`src/logic/seq_slot_pkg.sv`:
```
// Overview of operation
// - Wait flag set: slot value is idle time
// - Idle time equals value times ten milliseconds
// - Wait flag clear: value is waveform identifier
// - Trigger bit starts playback at first slot
// - After waveform ends, advance to next slot
// - Stop at zero identifier or eighth slot
// - Zero identifier stops, plays nothing
// - Slot bit seven flag, six-zero value, reset zero
package seq_slot_pkg;

  // Register map, byte addresses on the register port
  localparam logic [7:0] TRIGGER_ADDR    = 8'h0c;  // Playback trigger register
  localparam logic [7:0] FIRST_SLOT_ADDR = 8'h0f;  // First sequence slot
  localparam logic [7:0] LAST_SLOT_ADDR  = 8'h16;  // Eighth sequence slot
  localparam logic [7:0] SLOT_FOUR_ADDR  = 8'h12;  // sequence_slot_four
  localparam logic [7:0] SLOT_FIVE_ADDR  = 8'h13;  // sequence_slot_five
  localparam logic [7:0] STATUS_ADDR     = 8'h30;  // Sequencer status, read only

  // Field layout
  localparam int          TRIGGER_BIT     = 0;      // Start bit in trigger register
  localparam int          WAIT_FLAG_BIT   = 7;      // Wait flag position in a slot
  localparam int          SLOT_COUNT      = 8;      // Slots walked per playback
  localparam logic [7:0]  SLOT_RESET      = 8'h00;  // Slot reset value
  localparam logic [6:0]  STOP_ID         = 7'h00;  // Stop marker identifier

  // Timing: wait unit and its cycle count at 25 MHz
  localparam int WAIT_UNIT_NS  = 10_000_000;              // 10 ms
  localparam int CLK_PERIOD_NS = 40;                      // 25 MHz clock
  localparam int WAIT_UNIT_CYC = WAIT_UNIT_NS / CLK_PERIOD_NS;  // 250000 cycles

  // One slot as stored
  typedef struct packed {
    logic       wait_flag;  // Value is a wait count when set
    logic [6:0] value;      // Identifier or wait count
  } slot_t;

  // Register port request
  typedef struct packed {
    logic [7:0] addr;   // Byte address
    logic [7:0] wdata;  // Write data
    logic       wr;     // Write strobe
    logic       rd;     // Read strobe
  } reg_req_t;

  // Request to the waveform player outside
  typedef struct packed {
    logic       start;  // One-cycle start pulse
    logic [6:0] id;     // Library waveform identifier
  } play_req_t;

  // Slot index decode: slot number for an address, valid flag on top
  function automatic logic [3:0] slot_of(input logic [7:0] addr);
    logic [7:0] off;
    off = addr - FIRST_SLOT_ADDR;
    if (addr >= FIRST_SLOT_ADDR && addr <= LAST_SLOT_ADDR) begin
      slot_of = {1'b1, off[2:0]};
    end else begin
      slot_of = 4'h0;
    end
  endfunction

endpackage

```
`src/logic/wait_timer.sv`:
```
`timescale 1ns/1ps
// Counts count times unit_cycles, then pulses done
module wait_timer
  import seq_slot_pkg::*;
#(
  parameter int UNIT_CYCLES = WAIT_UNIT_CYC  // Cycles in one wait unit
) (
  input  wire logic       clk,
  input  wire logic       reset,
  input  wire logic       ce,
  input  wire logic       start,
  input  wire logic [6:0] count,
  output logic            done
);

  // Elaboration check: a unit of no cycles cannot be counted down
  if (UNIT_CYCLES < 1) begin : g_bad_unit
    $error("UNIT_CYCLES must be at least one");
  end

  localparam int UW = $clog2(UNIT_CYCLES + 1);

  logic [UW-1:0] unit_ff;   // Cycles left in the current unit
  logic [6:0]    units_ff;  // Units left
  logic          run_ff;    // Timer running

  // Unit and unit-count down counters; zero count ends at once
  always_ff @(posedge clk) begin
    if (reset) begin
      unit_ff  <= '0;
      units_ff <= 7'h00;
      run_ff   <= 1'b0;
      done     <= 1'b0;
    end else if (ce) begin
      done <= 1'b0;
      if (start) begin
        units_ff <= count;
        unit_ff  <= UW'(UNIT_CYCLES - 1);
        run_ff   <= (count != 7'h00);
        done     <= (count == 7'h00);
      end else if (run_ff) begin
        if (unit_ff != '0) begin
          unit_ff <= unit_ff - UW'(1);
        end else if (units_ff == 7'h01) begin
          run_ff <= 1'b0;
          done   <= 1'b1;
        end else begin
          units_ff <= units_ff - 7'h01;
          unit_ff  <= UW'(UNIT_CYCLES - 1);
        end
      end
    end
  end

endmodule // wait_timer

```
`src/logic/slot_regs.sv`:
```
`timescale 1ns/1ps
// Holds the two sequence slots reached over the register port
module slot_regs
  import seq_slot_pkg::*;
(
  input  wire logic     clk,
  input  wire logic     reset,
  input  wire logic     ce,
  input  wire reg_req_t req,
  output slot_t         slot_four,
  output slot_t         slot_five
);

  // Slot writes; both fields writable, reset to zero
  always_ff @(posedge clk) begin
    if (reset) begin
      slot_four <= slot_t'(SLOT_RESET);
      slot_five <= slot_t'(SLOT_RESET);
    end else if (ce && req.wr) begin
      if (req.addr == SLOT_FOUR_ADDR) begin
        slot_four <= slot_t'(req.wdata);
      end
      if (req.addr == SLOT_FIVE_ADDR) begin
        slot_five <= slot_t'(req.wdata);
      end
    end
  end

endmodule // slot_regs

```
`src/logic/waveform_sequence_slots.sv`:
```
// The strobed register port was left to the implementer.
`timescale 1ns/1ps
// Sequencer for the two held slots; other slots arrive on a port
module waveform_sequence_slots
  import seq_slot_pkg::*;
#(
  parameter int UNIT_CYCLES = WAIT_UNIT_CYC  // Cycles per 10 ms wait unit
) (
  input  wire logic       clk,
  input  wire logic       reset,
  input  wire logic       ce,
  // Register port
  input  wire logic [7:0] addr,
  input  wire logic [7:0] wdata,
  input  wire logic       wr,
  input  wire logic       rd,
  output logic      [7:0] rdata,
  // Sequencer side: slots from outside and the waveform player
  input  wire logic [7:0] other_slot,   // Slot at slot_index, from the rest of the device
  output logic      [2:0] slot_index,   // Slot now being used
  output logic      [6:0] play_id,      // Waveform to play
  output logic            play_start,   // One-cycle start to waveform player
  input  wire logic       play_done,    // Waveform finished pulse
  output logic            busy          // Playback in progress
);

  typedef enum {IDLE, FETCH, PLAY, WAITING} state_t;

  reg_req_t  req;         // Bundled register request
  slot_t     slot_four;   // Slot four contents
  slot_t     slot_five;   // Slot five contents
  slot_t     cur;         // Slot at the current index
  state_t    state_ff;    // Sequencer state
  logic      go;          // Trigger write seen this cycle
  logic      wt_start;    // Start the wait timer
  logic      wt_done;     // Wait elapsed
  logic      last;        // Current slot is the eighth
  logic [3:0] hit;        // Decoded slot of the access
  logic      launch;      // Trigger accepted while idle
  logic      play_go;     // Identifier slot fetched: start the player
  logic      slot_end;    // Current slot is over, played or waited
  logic      advance;     // Step on to the next slot
  logic      finish;      // Playback ends at this edge

  assign req  = '{addr: addr, wdata: wdata, wr: wr, rd: rd};
  assign go   = wr && (addr == TRIGGER_ADDR) && wdata[TRIGGER_BIT];
  assign last = (slot_index == 3'(SLOT_COUNT - 1));
  assign hit  = slot_of(addr);

  // Elaboration checks: the 3-bit index and the held slots depend on the map
  if (UNIT_CYCLES < 1) begin : g_bad_unit
    $error("UNIT_CYCLES must be at least one");
  end
  if (SLOT_COUNT != 8) begin : g_bad_count
    $error("slot index is three bits wide and walks eight slots");
  end
  if (LAST_SLOT_ADDR - FIRST_SLOT_ADDR != 8'(SLOT_COUNT - 1)) begin : g_bad_map
    $error("slot address range does not match the slot count");
  end
  if (SLOT_FOUR_ADDR < FIRST_SLOT_ADDR || SLOT_FIVE_ADDR > LAST_SLOT_ADDR) begin : g_bad_held
    $error("held slots lie outside the slot range");
  end

  slot_regs u_regs (
    .clk       (clk),
    .reset     (reset),
    .ce        (ce),
    .req       (req),
    .slot_four (slot_four),
    .slot_five (slot_five)
  );

  wait_timer #(.UNIT_CYCLES(UNIT_CYCLES)) u_wait (
    .clk   (clk),
    .reset (reset),
    .ce    (ce),
    .start (wt_start),
    .count (cur.value),
    .done  (wt_done)
  );

  // Pick the slot under the index: own registers or the port
  always_comb begin
    case (slot_index)
      3'(SLOT_FOUR_ADDR - FIRST_SLOT_ADDR): cur = slot_four;
      3'(SLOT_FIVE_ADDR - FIRST_SLOT_ADDR): cur = slot_five;
      default:                              cur = slot_t'(other_slot);
    endcase
  end

  // How a run unfolds, one clock at a time, every step with ce high:
  //  - A trigger write is heard only while idle; the next cycle shows busy
  //    high and the index at the first slot.
  //  - Fetch looks at the slot under the index for one cycle. Indices three
  //    and four come from the held registers, every other index from the
  //    other_slot port, which must already show that slot in the fetch cycle.
  //  - A wait slot starts the timer and parks the walk in the waiting state.
  //    The timer ends value times UNIT_CYCLES cycles after the fetch edge and
  //    the walk leaves one cycle later; a zero value waits about one cycle.
  //  - An identifier slot pulses play_start for one cycle with play_id beside
  //    it; play_id then holds until the next identifier slot is fetched.
  //  - An identifier of zero ends the run at once and nothing is played.
  //  - play_done is heard only while a waveform plays; a stray pulse at any
  //    other time is ignored, so the player cannot cut a wait short.
  //  - After a played or waited slot the index steps by one and the next
  //    slot is fetched; after the eighth slot busy falls instead.
  //  - The wait flag is tested before the stop marker, so a wait slot of
  //    value zero still counts as a slot and the walk goes on after it.
  //  - The trigger register itself lives elsewhere; only the write is seen,
  //    and a second trigger during a run is dropped rather than queued.
  //  - A long wait holds the index still for its whole length; software can
  //    follow the walk only through the status word.

  // Wait timer starts when a wait slot is fetched
  assign wt_start = (state_ff == FETCH) && cur.wait_flag;

  // A slot is over when its waveform ends or its wait elapses
  assign slot_end = ((state_ff == PLAY) && play_done)
                 || ((state_ff == WAITING) && wt_done);

  // Decisions of the walk for this cycle, shared by the state, index, player and busy flops below
  always_comb begin
    launch  = 1'b0;
    play_go = 1'b0;
    advance = 1'b0;
    finish  = 1'b0;
    case (state_ff)
      // Only an idle sequencer hears the trigger; a busy one ignores it
      IDLE: begin
        launch = go;
      end
      // Flag first, so a wait slot of value zero still waits
      FETCH: begin
        if (cur.wait_flag) begin
          // The timer takes over; nothing is played for this slot
          play_go = 1'b0;
        end else if (cur.value == STOP_ID) begin
          finish = 1'b1;
        end else begin
          play_go = 1'b1;
        end
      end
      // Played and waited slots advance alike; the eighth ends the run
      PLAY, WAITING: begin
        if (slot_end && last) begin
          finish = 1'b1;
        end else if (slot_end) begin
          advance = 1'b1;
        end
      end
      // A lost state code falls back to idle
      default: begin
        finish = 1'b1;
      end
    endcase
  end

  // Sequencer state; the walk is fetch, then play or wait, then fetch again
  always_ff @(posedge clk) begin
    if (reset) begin
      state_ff <= IDLE;
    end else if (ce) begin
      // Ending wins over every other move
      if (finish) begin
        state_ff <= IDLE;
      end else if (launch || advance) begin
        state_ff <= FETCH;
      end else if (wt_start) begin
        state_ff <= WAITING;
      end else if (play_go) begin
        state_ff <= PLAY;
      end
    end
  end

  // Slot index: first slot on a trigger, then one step per finished slot
  always_ff @(posedge clk) begin
    if (reset) begin
      slot_index <= 3'h0;
    end else if (ce) begin
      // A run always starts over at the first slot
      if (launch) begin
        slot_index <= 3'h0;
      end else if (advance) begin
        slot_index <= slot_index + 3'h1;
      end
    end
  end

  // Player request: identifier held, start pulsed for one cycle
  always_ff @(posedge clk) begin
    if (reset) begin
      play_id    <= 7'h00;
      play_start <= 1'b0;
    end else if (ce) begin
      play_start <= play_go;
      // Identifier only moves with a new start, so the player may read it late
      if (play_go) begin
        play_id <= cur.value;
      end
    end
  end

  // Busy from the accepted trigger to the end of the walk
  always_ff @(posedge clk) begin
    if (reset) begin
      busy <= 1'b0;
    end else if (ce) begin
      // Rises with the trigger, falls at a stop marker or after slot eight
      if (launch) begin
        busy <= 1'b1;
      end else if (finish) begin
        busy <= 1'b0;
      end
    end
  end

  // Read data one cycle after the strobe; unmapped reads give zero
  // Status word: busy in bit three, slot index below it
  always_ff @(posedge clk) begin
    if (reset) begin
      rdata <= 8'h00;
    end else if (ce) begin
      rdata <= 8'h00;
      if (rd) begin
        if (addr == SLOT_FOUR_ADDR) begin
          rdata <= slot_four;
        end else if (addr == SLOT_FIVE_ADDR) begin
          rdata <= slot_five;
        end else if (addr == STATUS_ADDR) begin
          rdata <= {4'h0, busy, slot_index};
        end else if (hit[3]) begin
          rdata <= 8'h00;  // Other slots live elsewhere
        end
      end
    end
  end

endmodule // waveform_sequence_slots

```
`config.mk`:
```
export PLATFORM = sky130hd
export DESIGN_NAME = waveform_sequence_slots
export DESIGN_NICKNAME = d
export VERILOG_FILES = /design/src/logic/seq_slot_pkg.sv /design/src/logic/wait_timer.sv /design/src/logic/slot_regs.sv /design/src/logic/waveform_sequence_slots.sv
export SDC_FILE = /design/constraint.sdc
export NUM_CORES = 1
export LEC_CHECK = 0
export BUFFER_PORTS_ARGS = -buffer_cell sky130_fd_sc_hd__buf_2
export CAP_MARGIN = 15
export CORE_ASPECT_RATIO = 1.1
export CORE_MARGIN = 2
export CORE_UTILIZATION = 60
export CTS_BUF_LIST = sky130_fd_sc_hd__clkbuf_8
export DETAILED_ROUTE_END_ITERATION = 10
export GPL_TIMING_DRIVEN = 0
export PLACE_DENSITY = 0.79
export SLEW_MARGIN = 20
export SYNTH_ARGS = -nofsm -noshare
export SYNTH_HDL_FRONTEND = slang
export SYNTH_SLANG_ARGS = --single-unit
```
`constraint.sdc`:
```
create_clock -name clk -period 3 [get_ports clk]
set_clock_uncertainty 0.15 [all_clocks]
set_input_delay 0.6 -clock clk [delete_from_list [all_inputs] [get_ports clk]]
set_output_delay 0.6 -clock clk [all_outputs]
set_load 0.01 [all_outputs]
```
==> flow_summary.json <==
{
  "outcome": "complete, no violations",
  "ys_seq_area_share_pct": 35.9,
  "place.gp.congestion": 0.877,
  "overflow": 0,
  "cts_buffer_depth": 2,
  "io_pins": 50,
  "min_period_over_period_pct": 92.1,
  "combPwrFrac_pct": 5.4,
  "power.internal_mw": 1.26,
  "finalSetupViolations": 0,
  "endpoint_kind": "register",
  "hp-start": "rdata[1]",
  "final-seq-area_um2": 1300,
  "synth_seq_cells": 65,
  "ff2ff_path_depth": 11,
  "path_max_fanout": 10,
  "crit_path_top_delay_cell": "dfxtp_1",
  "period_minus_slack_ps": 2760,
  "rows": 29,
  "ir_drop_mv": 0.316,
  "hold_depth": 2,
  "synth_fp_nets": 469,
  "synth_cell_types": 66,
  "clk_latency_ps": 360,
  "final_util_pct": 71.4,
  "worstSetupStartpointType": "register",
  "design.core.area_um2": 5810,
  "min_path_type": "reg2reg",
  "avgSynthCellArea_um2": 8.40,
  "maxSlewViolCount": 0,
  "cap_viol_max_count": 0,
  "grt_max_degree": 11,
  "synth_flop_cell": "dfxtp_1",
  "max_freq_ghz": 0.362,
  "cp.required_ps": 3080,
  "n_fill_cell": 491,
  "p_leak_nw": 1.67,
  "critPathBufInv": 4,
  "pwr-share-clk_pct": 42.5,
  "vias_per_cell": 6.21,
  "die_area_um2": 6690,
  "fin_nets": 527,
  "cts_made_buffers": 9,
  "clock_sinks": 65,
  "hold_end": "rdata[1]",
  "path_delay_family": "buffers and inverters",
  "drive_gt1_share_pct": 20.0,
  "timing.rr.end": "u_wait.unit_ff[2]",
  "whs_ps": 308,
  "ant_nets": 0,
  "antenna_found_initial": 0,
  "drcViolationCount": 0,
  "routed-via-count": 3544,
  "dr.first_iter.drc_count": 201,
  "synth-edff-count": 0,
  "dr.pass1.iters": 7,
  "fin_tns_setup_ps": 0,
  "wire_per_inst_um": 17.0,
  "grt_usage_pct": 29.7,
  "syn_inst": 432,
  "r2r-start": "slot_index[0]",
  "critPathKind": "reg2reg",
  "critPathArrivalTime_ps": 2840,
  "critical_path_depth": 11,
  "power_density_nw_per_um2": 400,
  "multi_input_area_um2": 2180,
  "die_y_um": 85.6,
  "fp.dieW_um": 78.1,
  "dpl.hpwl_mm": 6.91,
  "max_stage_delay_ps": 440,
  "wirelength_mm": 9.71,
  "grt_pass1_wl_mm": 15.6,
  "switching_share_pct": 23.8,
  "max_slew_margin_pct": 55.8,
  "antennaDiodeCount": 0,
  "tightest_slew_ps": 660,
  "ctsRootBufferMaster": "clkbuf_8",
  "cts_tree": "built",
  "crit_top_cell": "buf_2",
  "async_flop_share_pct": 0,
  "syn_area_um2": 3630,
  "rsz0062_at_grt": "no",
  "grt_pass1_vias": 3340,
  "initial_utilization_pct": 62.5,
  "htreeDepth": 3,
  "seq_power_share_pct": 52.1,
  "p_switching_uw": 395,
  "clk_pin_slew_ps": 70,
  "finalHoldViolCount": 0,
  "r2r_slack_ps": 240,
  "worstSetupStartpoint": "slot_index[0]",
  "critical_path.cell_chain": "inv_1 > ha_1 > buf_4 > mux2_2 > a21oi_2 > a21oi_1 > buf_2 > or2_1 > buf_2 > o21ai_0 > a31oi_1",
  "area_growth_pct": 14.2,
  "yosysWarnings": 0,
  "port_buffers": 47
}
[area by class of cell]
cell class	instances	area share, %
Multi-Input combinational cell	333	52.6
Inverter	12	1.09
Sequential cell	65	31.4
Timing Repair Buffer	47	5.68
Buffer	22	2.66
Tap cell	77	2.33
Clock inverter	6	1.27
Clock buffer	9	2.99
[layer usage]
metal / part of all wire (%) / track usage (%) / vias to the layer above
li1: - / - / 1684
met4: 2.9 / 12.9 / 0
met2: 49 / 50.9 / 148
met3: 6.3 / 5.79 / 28
met1: 42 / 36.6 / 1684
met5: 0 / 0 / -
[through the flow]
step | std cells | power [mW] | cell area [um2] | setup slack (ps)
global placement | 556 | 0.969 | 3960 | 245
finish | 571 | 1.66 | 4140 | 236
detailed placement | 556 | 0.971 | 3960 | 225
global route | 571 | 1.71 | 4140 | 34.1
CTS | 571 | 1.66 | 4140 | 177
floorplan | 432 | 0.929 | 3630 | 448
[worst reg2reg max path, stage by stage, from the launching register on]
cell	delay, ps
dfxtp_1	440
inv_1	70
ha_1	190
buf_4	180
mux2_2	290
a21oi_2	220
a21oi_1	120
buf_2	240
or2_1	290
buf_2	200
o21ai_0	170
a31oi_1	60
[power by group through the flow]
stage	logic [mW]	registers, mW	clock network [mW]
2_1_floorplan	0.0448	0.884	0
3_3_place_gp	0.0853	0.884	0
3_5_place_dp	0.0873	0.884	0
4_1_cts	0.0875	0.864	0.704
5_1_grt	0.0967	0.864	0.748
6_report	0.0891	0.864	0.704
[cells in the final DEF (no fill, tap or decap), types with 5 or more instances in the layout]
master    instances
a211oi_1          8
a21oi_1          36
a31oi_1           7
and3_1            6
buf_2            54
clkbuf_1         11
clkbuf_8          9
dfxtp_1          65
ha_1              6
inv_1            13
mux2i_1          28
nand2_1          27
nand2b_1         10
nand3_1          17
nor2_1           57
nor2b_1           8
nor3_1            9
nor4_1            6
o211ai_1          6
o21ai_0          16
or3_1             5
xnor2_1           5
[cell usage after synthesis, drive strengths merged, types with 4 or more instances]
cell type | n | share of area (%)
o211ai | 10 | 2.6
dfxtp | 65 | 36
a21oi | 38 | 5.4
and3 | 6 | 1.0
nand4 | 4 | 0.69
inv | 11 | 1.1
a22o | 4 | 0.97
nor2 | 60 | 6.8
ha | 7 | 2.4
o22ai | 5 | 1.2
nand2b | 11 | 2.1
a31oi | 7 | 1.2
clkbuf | 11 | 1.1
nor2b | 8 | 1.4
xnor2 | 5 | 1.2
or3 | 5 | 0.86
buf | 11 | 1.9
nor3 | 11 | 2.0
nand3 | 17 | 2.3
nand2 | 27 | 2.8
mux2i | 28 | 7.7
or2 | 5 | 0.86
a211oi | 9 | 2.0
o21ai | 17 | 2.3
nor4 | 7 | 1.4
[worst max-delay path by stage]
stage               slack (ps)                 to
finish                     240  u_wait.unit_ff[2]
global route                30  u_wait.unit_ff[1]
CTS                        180      u_wait.run_ff
detailed placement         220      u_wait.run_ff
global placement           240      u_wait.run_ff
floorplan                  450         play_id[5]
[flip-flops by register name, summed over array words and instances, names as in the netlist, 2 cells and up]
signal,cells
slot_index,3
state_ff,2
u_regs.slot_five,8
u_wait.unit_ff,18
rdata,8
u_regs.slot_four,8
play_id,7
u_wait.units_ff,7
[kinds of logic (layout without fill, tap and decap cells)]
family	after synthesis	count (layout)	synth area share, %
buffers and inverters	34	96	4.28
DFF	65	65	35.9
xor gates and xnor gates	7	7	1.69
adders and majority gates	7	7	2.41
and+or+nand+nor	176	176	25.7
muxes	30	30	8.34
AOI/OAI and AO/OA	113	113	21.7
[timing repair]
item | in CTS | in global routing
hold buffers | 0 | 0
buffers inserted | 0 | 0
endpoints found under the setup margin | 0 | 7
resized for setup | 0 | 2
Note: power is estimated with default switching activity, not from simulation.
